**config.mk**
```make
export PLATFORM = sky130hd
export DESIGN_NAME = pst_program_space_access
export DESIGN_NICKNAME = d
export VERILOG_FILES = /design/src/logic/pst_pkg.sv /design/src/logic/pst_program_space_access.sv
export VERILOG_INCLUDE_DIRS = /design/src /design/src/logic
export SDC_FILE = /design/constraint.sdc
export NUM_CORES = 1
export LEC_CHECK = 0
export BUFFER_PORTS_ARGS = -buffer_cell sky130_fd_sc_hd__buf_2
export CORE_MARGIN = 2
export CORE_UTILIZATION = 41
export DETAILED_ROUTE_END_ITERATION = 8
export PLACE_DENSITY = 0.76
export SYNTH_ARGS = -nofsm -noshare
export SYNTH_HDL_FRONTEND = slang
export SYNTH_SLANG_ARGS = --single-unit
```
**constraint.sdc**
```tcl
create_clock -name sys_clk -period 1.58 [get_ports sys_clk]
set_input_delay 0.395 -clock sys_clk [delete_from_list [all_inputs] [get_ports sys_clk]]
set_output_delay 0.395 -clock sys_clk [all_outputs]
set_load 0.005 [all_outputs]
```
**src/logic/pst_cfg.svh**
```systemverilog
// address widths, field positions and constants of the program space access
`ifndef PST_CFG_SVH
`define PST_CFG_SVH
`define PST_PADDR_W 24
`define PST_PC_W 23
`define PST_DATA_W 16
`define PST_PWORD_W 24
`define PST_PAGE_W 8
`define PST_CFG_BIT 23
`define PST_PAGE_MSB 7
`define PST_EA_MSB 15
`define PST_WIN_LO_W 15
`define PST_BYTE_W 8
`define PST_HI_LSB 16
`define PST_RST_WORD 16'h0000
`define PST_RST_ADDR 24'h000000
`define PST_RST_PWORD 24'h000000
`define PST_RST_PAGE 8'h00
`define PST_ZERO_BYTE 8'h00
`define PST_USER_MASK 24'h7ffffe
`endif

```
**src/logic/pst_pkg.sv**
```systemverilog
// types shared by the program space access block
package pst_pkg;
    typedef enum logic [1:0] {
        PST_IDLE = 2'b00,
        PST_FIRST = 2'b01,
        PST_SECOND = 2'b11
    } pst_state_t;

    typedef enum logic [1:0] {
        PST_SRC_FETCH = 2'b00,
        PST_SRC_TABLE = 2'b01,
        PST_SRC_WINDOW = 2'b10,
        PST_SRC_NONE = 2'b11
    } pst_src_t;
endpackage : pst_pkg

```
**src/logic/pst_program_space_access.sv**
```systemverilog
// program space address construction and table data lane steering
// How it works
// - form 24-bit address from pc, table, window
// - program words two address units apart
// - non-table accesses stay in user range
// - table page top bit picks config space
// - bit 23 set only for config tables
// - table address is page above effective address
// - low table ops reach low 16 bits
// - only high table ops expose upper byte
// - word low read returns bits 15:0
// - byte low read picks low/high byte
// - word high read: upper byte, zero top
// - byte high read: upper byte or zero
// - window maps 16K-word page into upper data
// - window address: 0, page, low 15 bits
// - window needs ea msb and enable
// - window access stalls two cycles
// - window suspended during table ops
//
// The plain strobed port was decided locally.
`timescale 1ns/100ps
`include "pst_cfg.svh"
module pst_program_space_access
    import pst_pkg::*;
(
    // clock and reset
    input wire logic sys_clk,
    input wire logic reset_n,
    // core requests
    input wire logic fetchReq,
    input wire logic [`PST_PC_W-1:0] programCounter,
    input wire logic tableReadLow,
    input wire logic tableReadHigh,
    input wire logic tableWriteLow,
    input wire logic tableWriteHigh,
    input wire logic byteMode,
    input wire logic dataReq,
    input wire logic [`PST_DATA_W-1:0] effectiveAddress,
    input wire logic [`PST_DATA_W-1:0] writeData,
    input wire logic [`PST_PAGE_W-1:0] tablePageRegister,
    input wire logic [`PST_PAGE_W-1:0] windowPageRegister,
    input wire logic programWindowEnable,
    // program memory side
    input wire logic [`PST_PWORD_W-1:0] memReadData,
    output logic [`PST_PADDR_W-1:0] memAddr,
    output logic memRead,
    output logic memWrite,
    output logic [`PST_PWORD_W-1:0] memWriteData,
    output logic [2:0] memLaneEnable,
    // core answers
    output logic [`PST_DATA_W-1:0] readData,
    output logic readValid,
    output logic windowHit,
    output logic coreStall,
    output logic configAccess
);

    pst_state_t state_q;
    pst_src_t src_q;
    logic tableHigh_q;
    logic byteMode_q;
    logic byteSel_q;
    logic [`PST_PADDR_W-1:0] memAddr_q;
    logic memRead_q;
    logic memWrite_q;
    logic [`PST_PWORD_W-1:0] memWriteData_q;
    logic [2:0] memLane_q;
    logic [`PST_DATA_W-1:0] readData_q;
    logic readValid_q;
    logic windowHit_q;
    logic coreStall_q;
    logic configAccess_q;

    logic tableAny;
    logic tableRead;
    logic tableWrite;
    logic tableHighReq;
    logic windowReq;
    logic [`PST_PADDR_W-1:0] addr_d;
    pst_src_t src_d;

    // steer a program word onto the 16-bit data lanes
    function automatic logic [`PST_DATA_W-1:0] pst_lane_read(
        input logic [`PST_PWORD_W-1:0] pw,
        input logic high,
        input logic isByte,
        input logic sel
    );
        logic [`PST_DATA_W-1:0] r;
        r = `PST_RST_WORD;
        if (!high) begin
            if (!isByte) begin
                r = pw[`PST_DATA_W-1:0];
            end else if (!sel) begin
                r[`PST_BYTE_W-1:0] = pw[`PST_BYTE_W-1:0];
            end else begin
                r[`PST_BYTE_W-1:0] = pw[`PST_DATA_W-1:`PST_BYTE_W];
            end
        end else begin
            if (!isByte || !sel) begin
                r[`PST_BYTE_W-1:0] = pw[`PST_PWORD_W-1:`PST_HI_LSB];
            end else begin
                r[`PST_BYTE_W-1:0] = `PST_ZERO_BYTE;
            end
        end
        return r;
    endfunction : pst_lane_read

    assign tableRead = tableReadLow | tableReadHigh;
    assign tableWrite = tableWriteLow | tableWriteHigh;
    assign tableAny = tableRead | tableWrite;
    assign tableHighReq = tableReadHigh | tableWriteHigh;
    assign windowReq = dataReq & programWindowEnable
        & effectiveAddress[`PST_EA_MSB] & ~tableAny;

    // address source select
    always_comb begin
        addr_d = `PST_RST_ADDR;
        src_d = PST_SRC_NONE;
        if (tableAny) begin
            addr_d = {tablePageRegister, effectiveAddress};
            src_d = PST_SRC_TABLE;
        end else if (windowReq) begin
            addr_d = {1'b0, windowPageRegister,
                effectiveAddress[`PST_WIN_LO_W-1:0]};
            src_d = PST_SRC_WINDOW;
        end else if (fetchReq) begin
            addr_d = {1'b0, programCounter[`PST_PC_W-1:1], 1'b0};
            src_d = PST_SRC_FETCH;
        end
        // the window keeps ea bit 0 as byte select; its bit 23 is already 0
        if (src_d == PST_SRC_FETCH) begin
            addr_d = addr_d & `PST_USER_MASK;
        end
    end

    // access sequencer; window accesses take two memory cycles
    always_ff @(posedge sys_clk or negedge reset_n) begin
        if (!reset_n) begin
            state_q <= PST_IDLE;
        end else begin
            case (state_q)
                PST_IDLE: begin
                    if (windowReq) begin
                        state_q <= PST_FIRST;
                    end
                end
                PST_FIRST: begin
                    state_q <= PST_SECOND;
                end
                PST_SECOND: begin
                    state_q <= PST_IDLE;
                end
                default: begin
                    state_q <= PST_IDLE;
                end
            endcase
        end
    end

    // request capture and memory drive
    always_ff @(posedge sys_clk or negedge reset_n) begin
        if (!reset_n) begin
            src_q <= PST_SRC_NONE;
            tableHigh_q <= 1'b0;
            byteMode_q <= 1'b0;
            byteSel_q <= 1'b0;
            memAddr_q <= `PST_RST_ADDR;
            memRead_q <= 1'b0;
            memWrite_q <= 1'b0;
            memWriteData_q <= `PST_RST_PWORD;
            memLane_q <= 3'h0;
            configAccess_q <= 1'b0;
        end else if (state_q == PST_IDLE) begin
            src_q <= src_d;
            tableHigh_q <= tableHighReq;
            byteMode_q <= byteMode;
            byteSel_q <= effectiveAddress[0];
            memAddr_q <= addr_d;
            memRead_q <= (src_d != PST_SRC_NONE) & ~tableWrite;
            memWrite_q <= tableWrite;
            configAccess_q <= tableAny & tablePageRegister[`PST_PAGE_MSB];
            memWriteData_q <= `PST_RST_PWORD;
            memLane_q <= 3'h0;
            if (tableWriteLow) begin
                if (!byteMode) begin
                    memWriteData_q[`PST_DATA_W-1:0] <= writeData;
                    memLane_q <= 3'h3;
                end else if (!effectiveAddress[0]) begin
                    memWriteData_q[`PST_BYTE_W-1:0] <= writeData[`PST_BYTE_W-1:0];
                    memLane_q <= 3'h1;
                end else begin
                    memWriteData_q[`PST_DATA_W-1:`PST_BYTE_W] <=
                        writeData[`PST_BYTE_W-1:0];
                    memLane_q <= 3'h2;
                end
            end else if (tableWriteHigh) begin
                // byte select 1 has no lane
                memWriteData_q[`PST_PWORD_W-1:`PST_HI_LSB] <=
                    writeData[`PST_BYTE_W-1:0];
                memLane_q <= (byteMode && effectiveAddress[0]) ? 3'h0 : 3'h4;
            end else if (src_d != PST_SRC_NONE) begin
                memLane_q <= 3'h7;
            end
        end else begin
            memWrite_q <= 1'b0;
            memLane_q <= (state_q == PST_FIRST) ? 3'h7 : 3'h0;
            memRead_q <= (state_q == PST_FIRST);
            configAccess_q <= 1'b0;
        end
    end

    // read data return, stall and window flag
    always_ff @(posedge sys_clk or negedge reset_n) begin
        if (!reset_n) begin
            readData_q <= `PST_RST_WORD;
            readValid_q <= 1'b0;
            windowHit_q <= 1'b0;
            coreStall_q <= 1'b0;
        end else begin
            readValid_q <= 1'b0;
            readData_q <= `PST_RST_WORD;
            coreStall_q <= windowReq & (state_q == PST_IDLE)
                | (state_q == PST_FIRST);
            windowHit_q <= (state_q == PST_IDLE) ? windowReq : windowHit_q
                & (state_q != PST_SECOND);
            if (state_q == PST_IDLE && memRead_q) begin
                if (src_q == PST_SRC_TABLE) begin
                    readData_q <= pst_lane_read(memReadData, tableHigh_q,
                        byteMode_q, byteSel_q);
                    readValid_q <= 1'b1;
                end else if (src_q == PST_SRC_FETCH) begin
                    readValid_q <= 1'b0;
                end
            end else if (state_q == PST_SECOND) begin
                // only the low word reaches data space
                readData_q <= memReadData[`PST_DATA_W-1:0];
                readValid_q <= 1'b1;
            end
        end
    end

    assign memAddr = memAddr_q;
    assign memRead = memRead_q;
    assign memWrite = memWrite_q;
    assign memWriteData = memWriteData_q;
    assign memLaneEnable = memLane_q;
    assign readData = readData_q;
    assign readValid = readValid_q;
    assign windowHit = windowHit_q;
    assign coreStall = coreStall_q;
    assign configAccess = configAccess_q;

    AST_USER_RANGE: assert property (
        @(posedge sys_clk) disable iff (!reset_n)
        (state_q == PST_IDLE && src_d != PST_SRC_TABLE
            && src_d != PST_SRC_NONE)
        |=> memAddr[`PST_CFG_BIT] == 1'b0)
        else $error("non-table address left user range");

    AST_CFG_BIT: assert property (
        @(posedge sys_clk) disable iff (!reset_n)
        (state_q == PST_IDLE && tableAny)
        |=> (memAddr[`PST_CFG_BIT] == $past(tablePageRegister[`PST_PAGE_MSB])
            && configAccess == $past(tablePageRegister[`PST_PAGE_MSB])))
        else $error("config bit does not follow table page");

    AST_TABLE_ADDR: assert property (
        @(posedge sys_clk) disable iff (!reset_n)
        (state_q == PST_IDLE && tableAny)
        |=> memAddr == {$past(tablePageRegister), $past(effectiveAddress)})
        else $error("table address not page over address");

    AST_WINDOW_ADDR: assert property (
        @(posedge sys_clk) disable iff (!reset_n)
        (state_q == PST_IDLE && windowReq)
        |=> memAddr == {1'b0, $past(windowPageRegister),
            $past(effectiveAddress[`PST_WIN_LO_W-1:0])})
        else $error("window address wrong");

    AST_WINDOW_STALL: assert property (
        @(posedge sys_clk) disable iff (!reset_n)
        (state_q == PST_IDLE && windowReq)
        |=> coreStall [*2] ##1 readValid)
        else $error("window access did not stall");

    AST_NO_WIN_IN_TABLE: assert property (
        @(posedge sys_clk) disable iff (!reset_n)
        (state_q == PST_IDLE && tableAny) |=> !windowHit)
        else $error("window active during table op");

    AST_WIN_NEEDS_EN: assert property (
        @(posedge sys_clk) disable iff (!reset_n)
        (state_q == PST_IDLE && !programWindowEnable) |=> !windowHit)
        else $error("window used while disabled");

    AST_HIGH_TOP_ZERO: assert property (
        @(posedge sys_clk) disable iff (!reset_n)
        (state_q == PST_IDLE && memRead_q && src_q == PST_SRC_TABLE
            && tableHigh_q)
        |=> readData[`PST_DATA_W-1:`PST_BYTE_W] == `PST_ZERO_BYTE)
        else $error("high read exposed nonzero top byte");

    AST_FETCH_ALIGN: assert property (
        @(posedge sys_clk) disable iff (!reset_n)
        (state_q == PST_IDLE && !tableAny && !windowReq && fetchReq)
        |=> (memAddr[`PST_PC_W-1:1] == $past(programCounter[`PST_PC_W-1:1])
            && memAddr[0] == 1'b0 && memAddr[`PST_CFG_BIT] == 1'b0))
        else $error("fetch address not from pc");

endmodule : pst_program_space_access

```
==> impl_results.md <==
- RSZ-0062 raised after global routing: false
- Final Setup Violations: 0
- Core footprint: 0.00830 mm^2
- Clock buffer count from CTS: 9
- Commonest non-fill, non-tap cell in the layout: buf_2
- CP Max Fanout: 12
- Number of synthesis warnings: 0
- CTS H-Tree Depth: 3
- Largest net degree at the start of global routing: 38
- CP startpoint kind: register
- CTS tree: done
- Initial Util: 0.428
- Setup repair bufs after CTS: 0
- Worst EP required: 1860 ps
- Synth Instances: 321
- Net Count, Synth: 426
- Max Fclk: 675 MHz
- DR vias/cell: 5.27
- Mapped Area: 0.00355 mm^2
- Crit path kind: register to register
- Crit path DAT: 1770 ps
- Slew Viols, Final: 0
- EDFF count, synth: 0
- Nets: 626
- Area growth from synthesis to layout: 41.1%
- Primary FF master, synth: dfrtp_1
- Post-route cell area: 0.00501 mm^2
- Clock tree buffer depth: 2
- Yosys top cell by area: dfrtp_1
- DRC violation count after routing: 0
- Fraction of registers with async set/reset: 1.00
- Total grt overflow: 0
- Synth top area share: 0.550
- FILL cells: 728
- RePlAce Congestion: 0.834
- DRT Pass-1 Iters: 4
- Pwr per Cell Area: 1430 mW/mm^2
- Status: complete, no violations
- Number of DRC markers in iteration 0: 97
- Worst-margin pin slew: 439 ps
- Overall routing resource usage: 0.215
- P_leak: 2.65 nW
- First-pass GRT wire length: 16.5 mm
- Slew HR: 0.707
- Seq/Total Area, Yosys: 0.564
- Later-pin clock latency in the skew report: 350 ps
- Most frequent cells in the layout: buf_2 (175), dfrtp_1 (78), nand2_1 (36), buf_4 (31), and2_1 (25)
- HPWL after DPL: 7.47 mm
- Final Skew: 16.7 ps
- Clock transition at the registers of the reported paths: 90 ps
- # diodes: 0
- Largest cells by area after synthesis: dfrtp_1 (55%), and2_1 (4.4%), a221o_1 (3.9%)
- TritonCTS Sinks: 80
- Power, Total: 7.16 mW
- Cell row count: 33
- Max VDD drop: 0.647 mV
- Avg Cell Area, Syn: 11.1 um^2
- Final WL: 10.0 mm
- Routed Antenna Nets: 0
- Vias post-DR: 3326
- Vias in the first global route: 3331
- Final worst slack: 97.7 ps
- Fin util: 0.604
- Area after DPL: 0.00476 mm^2
- Final min period: 1480 ps
- DP Worst Slack: -220 ps
- Routed len/inst: 15.9 um
- Setup TNS: 0 ps
- Tcrit/Tclk final: 0.938
- Critical path endpoint category: register
- Final hold vios: 0
- CTS Root Buffer Type: clkbuf_8
- Io pins: 178
- Initial antenna violation count: 0
- Share of layout cells above drive strength 1: 0.458
- HP Class: input port to register
- DIE AREA: 0.00942 mm^2
- Yosys reg bits: 80
- Max-cap violations: 0
- Die height: 97.1 um
- PortBufs: 176
- Post-synth cell types: 45
- Die X: 97.1 um
-- path summary, 6_finish.rpt --
path,startpoint,end,slack (ps),cells past startpoint
min in group asynchronous,reset_n,memWriteData[12],460,2
max in group asynchronous,reset_n,readData[15],630,3
min reg2reg,memWriteData[14],memWriteData[14],490,2
max,state_q[1],memWriteData[4],100,4
max reg2reg,state_q[1],memWriteData[4],100,4
min,memReadData[1],readData[1],270,3
-- stage by stage --
step	std cells	hold slack, ps
finish	631	270
global route	631	253
CTS	631	256
detailed placement	614	291
global placement	614	285
floorplan	321	99.4
-- worst max-delay path, cell delays in order (launching register included) --
cell and delay [ps]:
dfrtp_1 390, buf_4 180, or3b_1 440, nor2_4 240
a22o_1 180
-- synth_stat cells, drive strengths merged, types with 2 or more instances --
| master | count |
|---|---|
| a22o | 16 |
| and4 | 9 |
| a21o | 2 |
| mux2i | 8 |
| o21ai | 27 |
| nor2 | 9 |
| a221o | 14 |
| nor2b | 9 |
| buf | 16 |
| and2 | 25 |
| and3 | 2 |
| a21oi | 15 |
| a31oi | 2 |
| a311oi | 8 |
| o221ai | 8 |
| dfrtp | 78 |
| nand2 | 36 |
| dfstp | 2 |
| clkbuf | 7 |
| nand3 | 2 |
| inv | 10 |
-- state kept, by name (all words and copies together), names as in the netlist --
name / cells
state_q: 2
tableHigh_q: 1
memRead: 1
memAddr: 24
readData: 16
configAccess: 1
byteMode_q: 1
memLaneEnable: 3
byteSel_q: 1
memWrite: 1
windowHit: 1
readValid: 1
coreStall: 1
memWriteData: 24
src_q: 2
-- cell families (layout without fill, tap and decap cells) --
family | Yosys count | in the layout | share of synthesized area
simple gates | 100 | 100 | 0.160
compound gates | 100 | 100 | 0.207
flops | 80 | 80 | 0.564
mux | 8 | 8 | 0.0226
buf+inv | 33 | 238 | 0.0462
-- power by group --
part           switching, mW  total, mW  internal, mW
logic                   1.27       2.52          1.25
registers              0.280       2.92          2.64
clock network          0.806       1.71         0.907
-- routing by layer --
metal,vias up,routed length [um],GRT usage
met5,-,0,0
met4,0,143,0.0704
met3,13,566,0.0482
met2,129,5020,0.363
met1,1607,4300,0.276
li1,1577,-,-
-- cell type report --
cell class	count	area, um^2	area share
timing repair buffer	212	1220	0.243
inverter	10	37.5	0.00749
tap	105	131	0.0262
clock inverter	7	101	0.0202
sequential	80	2000	0.400
clock buffer	9	124	0.0247
multi-input combinational	208	1390	0.278
-- what timing repair did --
item / in CTS / in global routing
hold buffers: 1 / 0
endpoints found under the setup margin: 14 / 6
pin swaps: 0 / 0
hold endpoints to repair: 13 / 0
resized for setup: 1 / 2
Power figures use the tool's default switching activity.
